===== src/inc/xnor_chain_map.svh =====
// constants for the pad connectivity chain: pad counts, bit positions, reset values
`ifndef XNOR_CHAIN_MAP_SVH
`define XNOR_CHAIN_MAP_SVH

// ----------------------------------------------------------------
// pad counts
// ----------------------------------------------------------------
// digital pads of the serial, parallel, keyboard and gpio portion
`define CHAIN_SIO_PADS 16
// digital pads of the hardware monitor (fan pwm, tach inputs)
`define CHAIN_HWM_PADS 8
// bus pads that join the chain once the mode is active
`define CHAIN_LPC_PADS 2
// total length of the cascade
`define CHAIN_LEN (`CHAIN_SIO_PADS + `CHAIN_HWM_PADS + `CHAIN_LPC_PADS)

// ----------------------------------------------------------------
// bit positions of the bus pads inside the cascade vector
// ----------------------------------------------------------------
`define CHAIN_POS_LAD0   0
`define CHAIN_POS_LFRAME 1

// ----------------------------------------------------------------
// reset values and synchroniser depth
// ----------------------------------------------------------------
`define HOST_RESET_SYNC_RST 1'h0
`define LPC_SYNC_RST        1'h1
`define SYNC_STAGES         2

`endif


===== src/inc/xnor_chain_pkg.sv =====
// types shared by the pad connectivity chain modules
package xnor_chain_pkg;

	// ----------------------------------------------------------------
	// operating mode of the pads
	// ----------------------------------------------------------------
	typedef enum logic [0:0] {
		MODE_NORMAL = 1'b0,
		MODE_CHAIN  = 1'b1
	} mode_t;

endpackage


===== src/logic/mode_capture.sv =====
// samples the bus pads on the rising edge of the host bus reset
`timescale 1ns/1ps
`include "xnor_chain_map.svh"

module mode_capture (
	input  wire logic ref_clk_in,
	input  wire logic rst_in,
	input  wire logic host_reset_n_in,
	input  wire logic lframe_n_in,
	input  wire logic lad0_in,
	output logic      chain_mode_out,
	output logic      host_reset_rise_out,
	output logic      sampled_lframe_n_out,
	output logic      sampled_lad0_out
);

	// ----------------------------------------------------------------
	// synchronisers
	// ----------------------------------------------------------------
	logic [`SYNC_STAGES-1:0] host_reset_sync;
	logic                    host_reset_last;
	logic [`SYNC_STAGES-1:0] lframe_sync;
	logic [`SYNC_STAGES-1:0] lad0_sync;
	xnor_chain_pkg::mode_t   mode;
	xnor_chain_pkg::mode_t   next_mode;

	// all three pins come from the board; equal depth keeps them aligned at the edge
	always_ff @(posedge ref_clk_in or posedge rst_in) begin
		if (rst_in) begin
			host_reset_sync <= {`SYNC_STAGES{`HOST_RESET_SYNC_RST}};
			host_reset_last <= `HOST_RESET_SYNC_RST;
			lframe_sync     <= {`SYNC_STAGES{`LPC_SYNC_RST}};
			lad0_sync       <= {`SYNC_STAGES{`LPC_SYNC_RST}};
		end else begin
			host_reset_sync <= {host_reset_sync[0], host_reset_n_in};
			host_reset_last <= host_reset_sync[1];
			lframe_sync     <= {lframe_sync[0], lframe_n_in};
			lad0_sync       <= {lad0_sync[0], lad0_in};
		end
	end

	assign host_reset_rise_out  = host_reset_sync[1] & ~host_reset_last;
	assign sampled_lframe_n_out = lframe_sync[1];
	assign sampled_lad0_out     = lad0_sync[1];

	// ----------------------------------------------------------------
	// mode decision
	// ----------------------------------------------------------------
	// only a reset release changes the mode; both pads low enters, any high leaves
	always_comb begin
		next_mode = mode;
		if (host_reset_rise_out) begin
			case ({sampled_lframe_n_out, sampled_lad0_out})
				2'h0:    next_mode = xnor_chain_pkg::MODE_CHAIN;
				default: next_mode = xnor_chain_pkg::MODE_NORMAL;
			endcase
		end
	end

	// core supply power-on reset always lands in normal mode
	always_ff @(posedge ref_clk_in or posedge rst_in) begin
		if (rst_in) begin
			mode <= xnor_chain_pkg::MODE_NORMAL;
		end else begin
			mode <= next_mode;
		end
	end

	assign chain_mode_out = (mode == xnor_chain_pkg::MODE_CHAIN);

endmodule


===== config.mk =====
export PLATFORM = sky130hd
export DESIGN_NAME = mode_capture
export DESIGN_NICKNAME = d
export VERILOG_FILES = /design/src/inc/xnor_chain_pkg.sv /design/src/logic/mode_capture.sv
export VERILOG_INCLUDE_DIRS = /design/src /design/src/inc
export SDC_FILE = /design/constraint.sdc
export NUM_CORES = 1
export LEC_CHECK = 0
export ABC_AREA = 1
export BUFFER_PORTS_ARGS = -buffer_cell sky130_fd_sc_hd__buf_2
export CAP_MARGIN = 20
export CORE_AREA = 2 2 39 41
export CTS_CLUSTER_SIZE = 25
export DETAILED_ROUTE_END_ITERATION = 8
export DIE_AREA = 0 0 41 43
export PLACE_DENSITY = 0.48
export SYNTH_ARGS = -nofsm -noshare
export SYNTH_HDL_FRONTEND = slang
export SYNTH_SLANG_ARGS = --single-unit

===== constraint.sdc =====
create_clock -name ref_clk_in -period 0.9 [get_ports ref_clk_in]
set_input_delay 0.225 -clock ref_clk_in [delete_from_list [all_inputs] [get_ports ref_clk_in]]
set_output_delay 0.225 -clock ref_clk_in [all_outputs]
set_load 0.1 [all_outputs]

## After elaboration in Yosys (flattened, before gate mapping)

Cells that the tools add are included.

- $add $sub $neg: 0
- Multiply operators: 0
- Div/mod/pow operators: 0
- Order comparisons: 0
- Equal/unequal tests: 0
- Shift operators: 0
- Muxes and demuxes: 1
- Bitwise logic cells: 2
- Reductions and logical operators: 1

Operators with widths:

| kind | count |
|---|---|
| zero test 2 bit | 1 |
| bitwise AND 1 bit | 1 |
| 2-to-1 mux 1 bit | 1 |
| inverter 1 bit | 1 |

- Flip-flop bits (word level): 8
- Latch bits: 0
- Memory bits (writable): 0
- Memory bits (read-only): 0
- Output and inout port bits: 4
- Memories: 0

## Logic depth before layout (Yosys ltp)

- Depth after elaboration: 2
- Depth in mapped cells: 4
- Depth with buffers taken out: 4

## Worst setup path before layout

Ideal clock, no wire load.

- Path type: reg-to-reg
- Start: register host_reset_last
- End: register mode, in the netlist chain_mode_out
- Arrival time: 1.370 ns
- Required time: 0.832 ns
- Setup slack: -0.538 ns
- Stages on the path, launching flop included: 4
- Path buffers: 0
- Clock period less this slack: 1.438 ns
- Cell sequence: dfrtp_1 > nor2_2 > nand2_1 > nand2_1

- Longest elaborated chain between the ends: 2

Ends and longest elaborated chain:

| what | RTL line | RTL |
|---|---|---|
| start: declaration | mode_capture.sv:21 | `logic host_reset_last;` |
| start signal: assignment | mode_capture.sv:31 | `` host_reset_last <= `HOST_RESET_SYNC_RST; `` |
| start signal: assignment | mode_capture.sv:36 | `host_reset_last <= host_reset_sync[1];` |
| inverter 1 bit | mode_capture.sv:42 | `assign host_reset_rise_out = host_reset_sync[1] & ~host_reset_last;` |
| bitwise AND 1 bit | mode_capture.sv:42 |  |
| named net host_reset_rise_out | mode_capture.sv:12 | `output logic host_reset_rise_out,` |
| end signal: assignment | mode_capture.sv:63 | `mode <= xnor_chain_pkg::MODE_NORMAL;` |
| end signal: assignment | mode_capture.sv:65 | `mode <= next_mode;` |
| end: declaration | mode_capture.sv:24 | `xnor_chain_pkg::mode_t mode;` |

The timed path passes the listed nets, and every way through them passes these cells.
A chain may end at the register's enable or synchronous reset.

## Worst setup path in the final report

- Start: register lframe_sync[1]
- End: output sampled_lframe_n_out

RTL lines:

| what | RTL line | RTL |
|---|---|---|
| start: declaration | mode_capture.sv:22 | `` logic [`SYNC_STAGES-1:0] lframe_sync; `` |
| start signal: assignment | mode_capture.sv:32 | `` lframe_sync <= {`SYNC_STAGES{`LPC_SYNC_RST}}; `` |
| start signal: assignment | mode_capture.sv:37 | `lframe_sync <= {lframe_sync[0], lframe_n_in};` |
| end: declaration | mode_capture.sv:13 | `output logic sampled_lframe_n_out,` |

No word-level cell between the ends.

==> impl_metrics.xml <==
<?xml version="1.0" encoding="UTF-8"?>
<metrics>
  <group name="floorplan">
    <metric name="design.core.area" unit="mm2">0.00138</metric>
    <metric name="die_footprint" unit="mm2">0.00176</metric>
    <metric name="fp.dieH" unit="um">43</metric>
    <metric name="rows" unit="">14</metric>
    <metric name="die-width" unit="um">41</metric>
    <metric name="floorplan.io_pins" unit="">9</metric>
    <metric name="initial_core_util" unit="">0.175</metric>
  </group>
  <group name="critical_path">
    <metric name="critPathKind" unit="">register to primary output</metric>
    <metric name="critical_path.slowest_cell" unit="">sky130_fd_sc_hd__dfstp_4</metric>
    <metric name="timing.reg2reg.setup_slack" unit="ns">0.03</metric>
    <metric name="wp_data_required" unit="ns">0.67</metric>
    <metric name="crit_path_max_incr_delay" unit="ns">0.63</metric>
    <metric name="path_cells" unit="">buf_12</metric>
    <metric name="crit_buf_inv" unit="">1</metric>
    <metric name="worstSetupEndpointType" unit="">primary output</metric>
    <metric name="crit_path_start_kind" unit="">register</metric>
    <metric name="cp_data_arrival_time" unit="ns">1.05</metric>
    <metric name="critPathTopFamily" unit="">flip-flops</metric>
    <metric name="setup.worst_path.start" unit="">lframe_sync[1]</metric>
    <metric name="regToRegEndpoint" unit="">chain_mode_out</metric>
    <metric name="worst_r2r_startpoint" unit="">lframe_sync[1]</metric>
    <metric name="crit_path_max_fanout" unit="">2</metric>
    <metric name="rr_worst_depth" unit="">3</metric>
  </group>
  <group name="drt">
    <metric name="vias" unit="">157</metric>
    <metric name="initialDrtViolationCount" unit="">0</metric>
    <metric name="detailroute.wirelength.met3" unit="um">31</metric>
    <metric name="drtAntennaViolNets" unit="">0</metric>
    <metric name="top_layer" unit="">met3</metric>
    <metric name="route.layer.met1.wl" unit="um">130</metric>
    <metric name="drt-vias-per-instance" unit="">3.34</metric>
    <metric name="drt-pass1-iter-count" unit="">1</metric>
    <metric name="detail_route.wl_per_cell" unit="um">7.38</metric>
    <metric name="post-route-drc-count" unit="">0</metric>
    <metric name="dr_wl_met2" unit="um">186</metric>
    <metric name="drt_wl_total" unit="um">347</metric>
  </group>
  <group name="logic_synthesis">
    <metric name="warnings_from_yosys" unit="">0</metric>
    <metric name="synth_fp_nets" unit="">22</metric>
    <metric name="number_of_synthesized_register_bits" unit="">8</metric>
    <metric name="synth-async-reset-ratio" unit="">1.00</metric>
    <metric name="netlist_instances" unit="">17</metric>
    <metric name="synth-main-ff-cell" unit="">sky130_fd_sc_hd__dfstp_2</metric>
    <metric name="yosysTopAreaCell" unit="">sky130_fd_sc_hd__dfstp_2</metric>
    <metric name="synth_sequential_area_ratio" unit="">0.850</metric>
    <metric name="synthTopCellsByArea" unit="">sky130_fd_sc_hd__dfstp_2 44%, sky130_fd_sc_hd__dfrtp_1 41%, sky130_fd_sc_hd__nand2_1 6.2%</metric>
    <metric name="yosysUniqueCellTypes" unit="">6</metric>
    <metric name="syn_area_per_cell" unit="um2">14.2</metric>
    <metric name="synth_common_cells" unit="">4 x sky130_fd_sc_hd__dfrtp_1, 4 x sky130_fd_sc_hd__dfstp_2, 4 x sky130_fd_sc_hd__nand2_1, 3 x sky130_fd_sc_hd__inv_1</metric>
    <metric name="syn-cell-area" unit="um2">241</metric>
    <metric name="synth-edff-count" unit="">0</metric>
    <metric name="post-synth-top-area-fraction" unit="">0.435</metric>
  </group>
  <group name="sta">
    <metric name="worst_case_clock_skew" unit="ns">0.00640</metric>
    <metric name="setup_tns" unit="ns">-1.18</metric>
    <metric name="grt_setup_unrepaired" unit="">true</metric>
    <metric name="final-hold-violation-count" unit="">0</metric>
    <metric name="fin_crit" unit="ns">1.27</metric>
    <metric name="report.final.setup_viol" unit="">4</metric>
    <metric name="timing_worst_slew_pin_value" unit="ns">0.290</metric>
    <metric name="number_of_max_slew_violations_in_the_final_report" unit="">0</metric>
    <metric name="slew_headroom" unit="">0.806</metric>
    <metric name="setup_slack" unit="ns">-0.372</metric>
    <metric name="finalCritPeriodShare" unit="">1.41</metric>
    <metric name="fmaxAchievable" unit="MHz">786</metric>
  </group>
  <group name="power_and_ir_drop">
    <metric name="power.share.switching" unit="">0.277</metric>
    <metric name="combinational_group_share_of_total_power" unit="">0.199</metric>
    <metric name="power.internal" unit="uW">623</metric>
    <metric name="p_per_area" unit="mW/mm2">2050</metric>
    <metric name="net-switching-power" unit="uW">238</metric>
    <metric name="irDropWorstVdd" unit="V">0.000683</metric>
    <metric name="seqPwrFrac" unit="">0.473</metric>
    <metric name="part_of_the_total_power_dissipated_in_the_clock_network" unit="">0.328</metric>
    <metric name="leakage" unit="uW">0.000196</metric>
  </group>
  <group name="global_route">
    <metric name="antenna_found_initial" unit="">0</metric>
    <metric name="grt_pass1_wl" unit="um">655</metric>
    <metric name="vias_in_the_first_global_route" unit="">172</metric>
    <metric name="pin_count_of_the_biggest_net_entering_global_routing" unit="">9</metric>
    <metric name="global_route.usage.total" unit="">0.0643</metric>
    <metric name="gr-total-overflow" unit="">0</metric>
  </group>
  <group name="cts">
    <metric name="htree_levels" unit="">1</metric>
    <metric name="tritoncts.num_buffers" unit="">3</metric>
    <metric name="cts_buffer_depth" unit="">2</metric>
    <metric name="worst_path_clk_slew" unit="ns">0.06</metric>
    <metric name="tritoncts_clock_tree" unit="">yes</metric>
    <metric name="cts.sinks" unit="">8</metric>
    <metric name="clkLatencyLatePin" unit="ns">0.25</metric>
    <metric name="clock-root-buffer" unit="">sky130_fd_sc_hd__clkbuf_4</metric>
  </group>
  <group name="layout">
    <metric name="layout.filler_cells" unit="">143</metric>
    <metric name="antenna_cells" unit="">0</metric>
    <metric name="layout_overhead_on_the_synthesized_area" unit="%">73.6</metric>
    <metric name="drive_gt1_frac" unit="">0.613</metric>
    <metric name="post_layout_nets" unit="">37</metric>
    <metric name="final_cell_count_no_fill" unit="">47</metric>
  </group>
  <group name="min_path">
    <metric name="hold_depth" unit="">1</metric>
    <metric name="min_delay_worst_endpoint" unit="">host_reset_sync[0]</metric>
    <metric name="hold_path.startpoint" unit="">host_reset_n_in</metric>
    <metric name="worstHoldPathType" unit="">primary input to register</metric>
  </group>
  <group name="place">
    <metric name="post-place-cells" unit="">42</metric>
    <metric name="port-buffer-count" unit="">8</metric>
    <metric name="gp_congestion" unit="">0.588</metric>
  </group>
  <group name="job">
    <metric name="max-cap-violations" unit="">0</metric>
  </group>
  <group name="status">
    <metric name="outcome" unit="">finished with violations</metric>
    <metric name="failing_checks" unit="">negative setup slack</metric>
  </group>
</metrics>
-- worst reg2reg max path, stage by stage, from the launching register on --
cell and delay [ns]:
sky130_fd_sc_hd__dfstp_4 0.63, sky130_fd_sc_hd__nor2_1 0.05, sky130_fd_sc_hd__nand2_1 0.04, sky130_fd_sc_hd__nand2_1 0.05
-- cell families after synthesis --
| logic type | after synthesis | synth area share |
|---|---|---|
| buf+inv | 3 | 0.0466 |
| simple gates | 6 | 0.104 |
| flops | 8 | 0.850 |
-- state kept, by name (all words and copies together) (netlist names) --
| signal | cells |
|---|---|
| host_reset_sync | 2 |
| lad0_sync | 2 |
| lframe_sync | 2 |
| chain_mode_out | 1 |
| host_reset_last | 1 |
-- how the worst max path moves through the flow --
stage,endpoint,cells after the start,slack (ns)
after floorplan,chain_mode_out,4,-0.23
after global placement,sampled_lframe_n_out,1,-0.10
after detailed placement,sampled_lframe_n_out,1,-0.11
after CTS,sampled_lframe_n_out,1,-0.39
after global routing,sampled_lframe_n_out,1,-0.40
final,sampled_lframe_n_out,1,-0.37
-- placed cells by master (no fill, tap or decap) --
master and count:
sky130_fd_sc_hd__buf_2 4, sky130_fd_sc_hd__dlygate4sd3_1 1, sky130_fd_sc_hd__nand2_1 4, sky130_fd_sc_hd__buf_12 4
sky130_fd_sc_hd__nor2_1 1, sky130_fd_sc_hd__buf_4 1, sky130_fd_sc_hd__dfstp_4 2, sky130_fd_sc_hd__dfrtp_2 1
sky130_fd_sc_hd__clkbuf_1 1, sky130_fd_sc_hd__inv_2 1, sky130_fd_sc_hd__nor2_4 1, sky130_fd_sc_hd__dfstp_2 2
sky130_fd_sc_hd__clkbuf_4 3, sky130_fd_sc_hd__dfrtp_1 3, sky130_fd_sc_hd__inv_1 2
-- stage by stage --
step	setup slack, ns	power, uW	utilization	hold slack, ns	cell area [um2]
finish	-0.372	861	0.303	0.0770	419
global route	-0.397	905	0.303	0.0617	419
CTS	-0.387	882	0.303	0.0668	419
detailed placement	-0.107	584	0.277	0.176	383
global placement	-0.101	579	0.277	0.157	383
floorplan	-0.231	511	-	0.0377	255
-- power groups by stage --
stage	sequential [uW]	combinational, uW	clock (uW)
2_1_floorplan	477	34.2	0
3_3_place_gp	412	168	0
3_5_place_dp	414	170	0
4_1_cts	408	173	300
5_1_grt	410	180	316
6_report	407	171	283
-- what timing repair did --
item / in CTS / in global routing
endpoints found under the setup margin: 4 / 5
pin swaps: 0 / 0
setup buffers: 0 / 0
gates resized for setup: 0 / 0
gates cloned: 0 / 0
hold endpoints to repair: 4 / 0
hold buffers: 1 / 0
-- routing by layer --
layer | global-route usage | up-vias
li1 | - | 78
met4 | 0.0800 | 0
met2 | 0.0813 | 9
met5 | 0 | -
met1 | 0.0644 | 70
met3 | 0.0314 | 0
-- area by class of cell --
type                            instances  area (um2)  share of cell area
Inverter                                3        11.3              0.0269
Clock buffer                            4        26.3              0.0627
Multi-Input combinational cell          6        30.0              0.0716
Timing Repair Buffer                   10         118               0.281
Tap cell                               16        20.0              0.0478
Sequential cell                         8         214               0.510
Power figures use the tool's default switching activity.
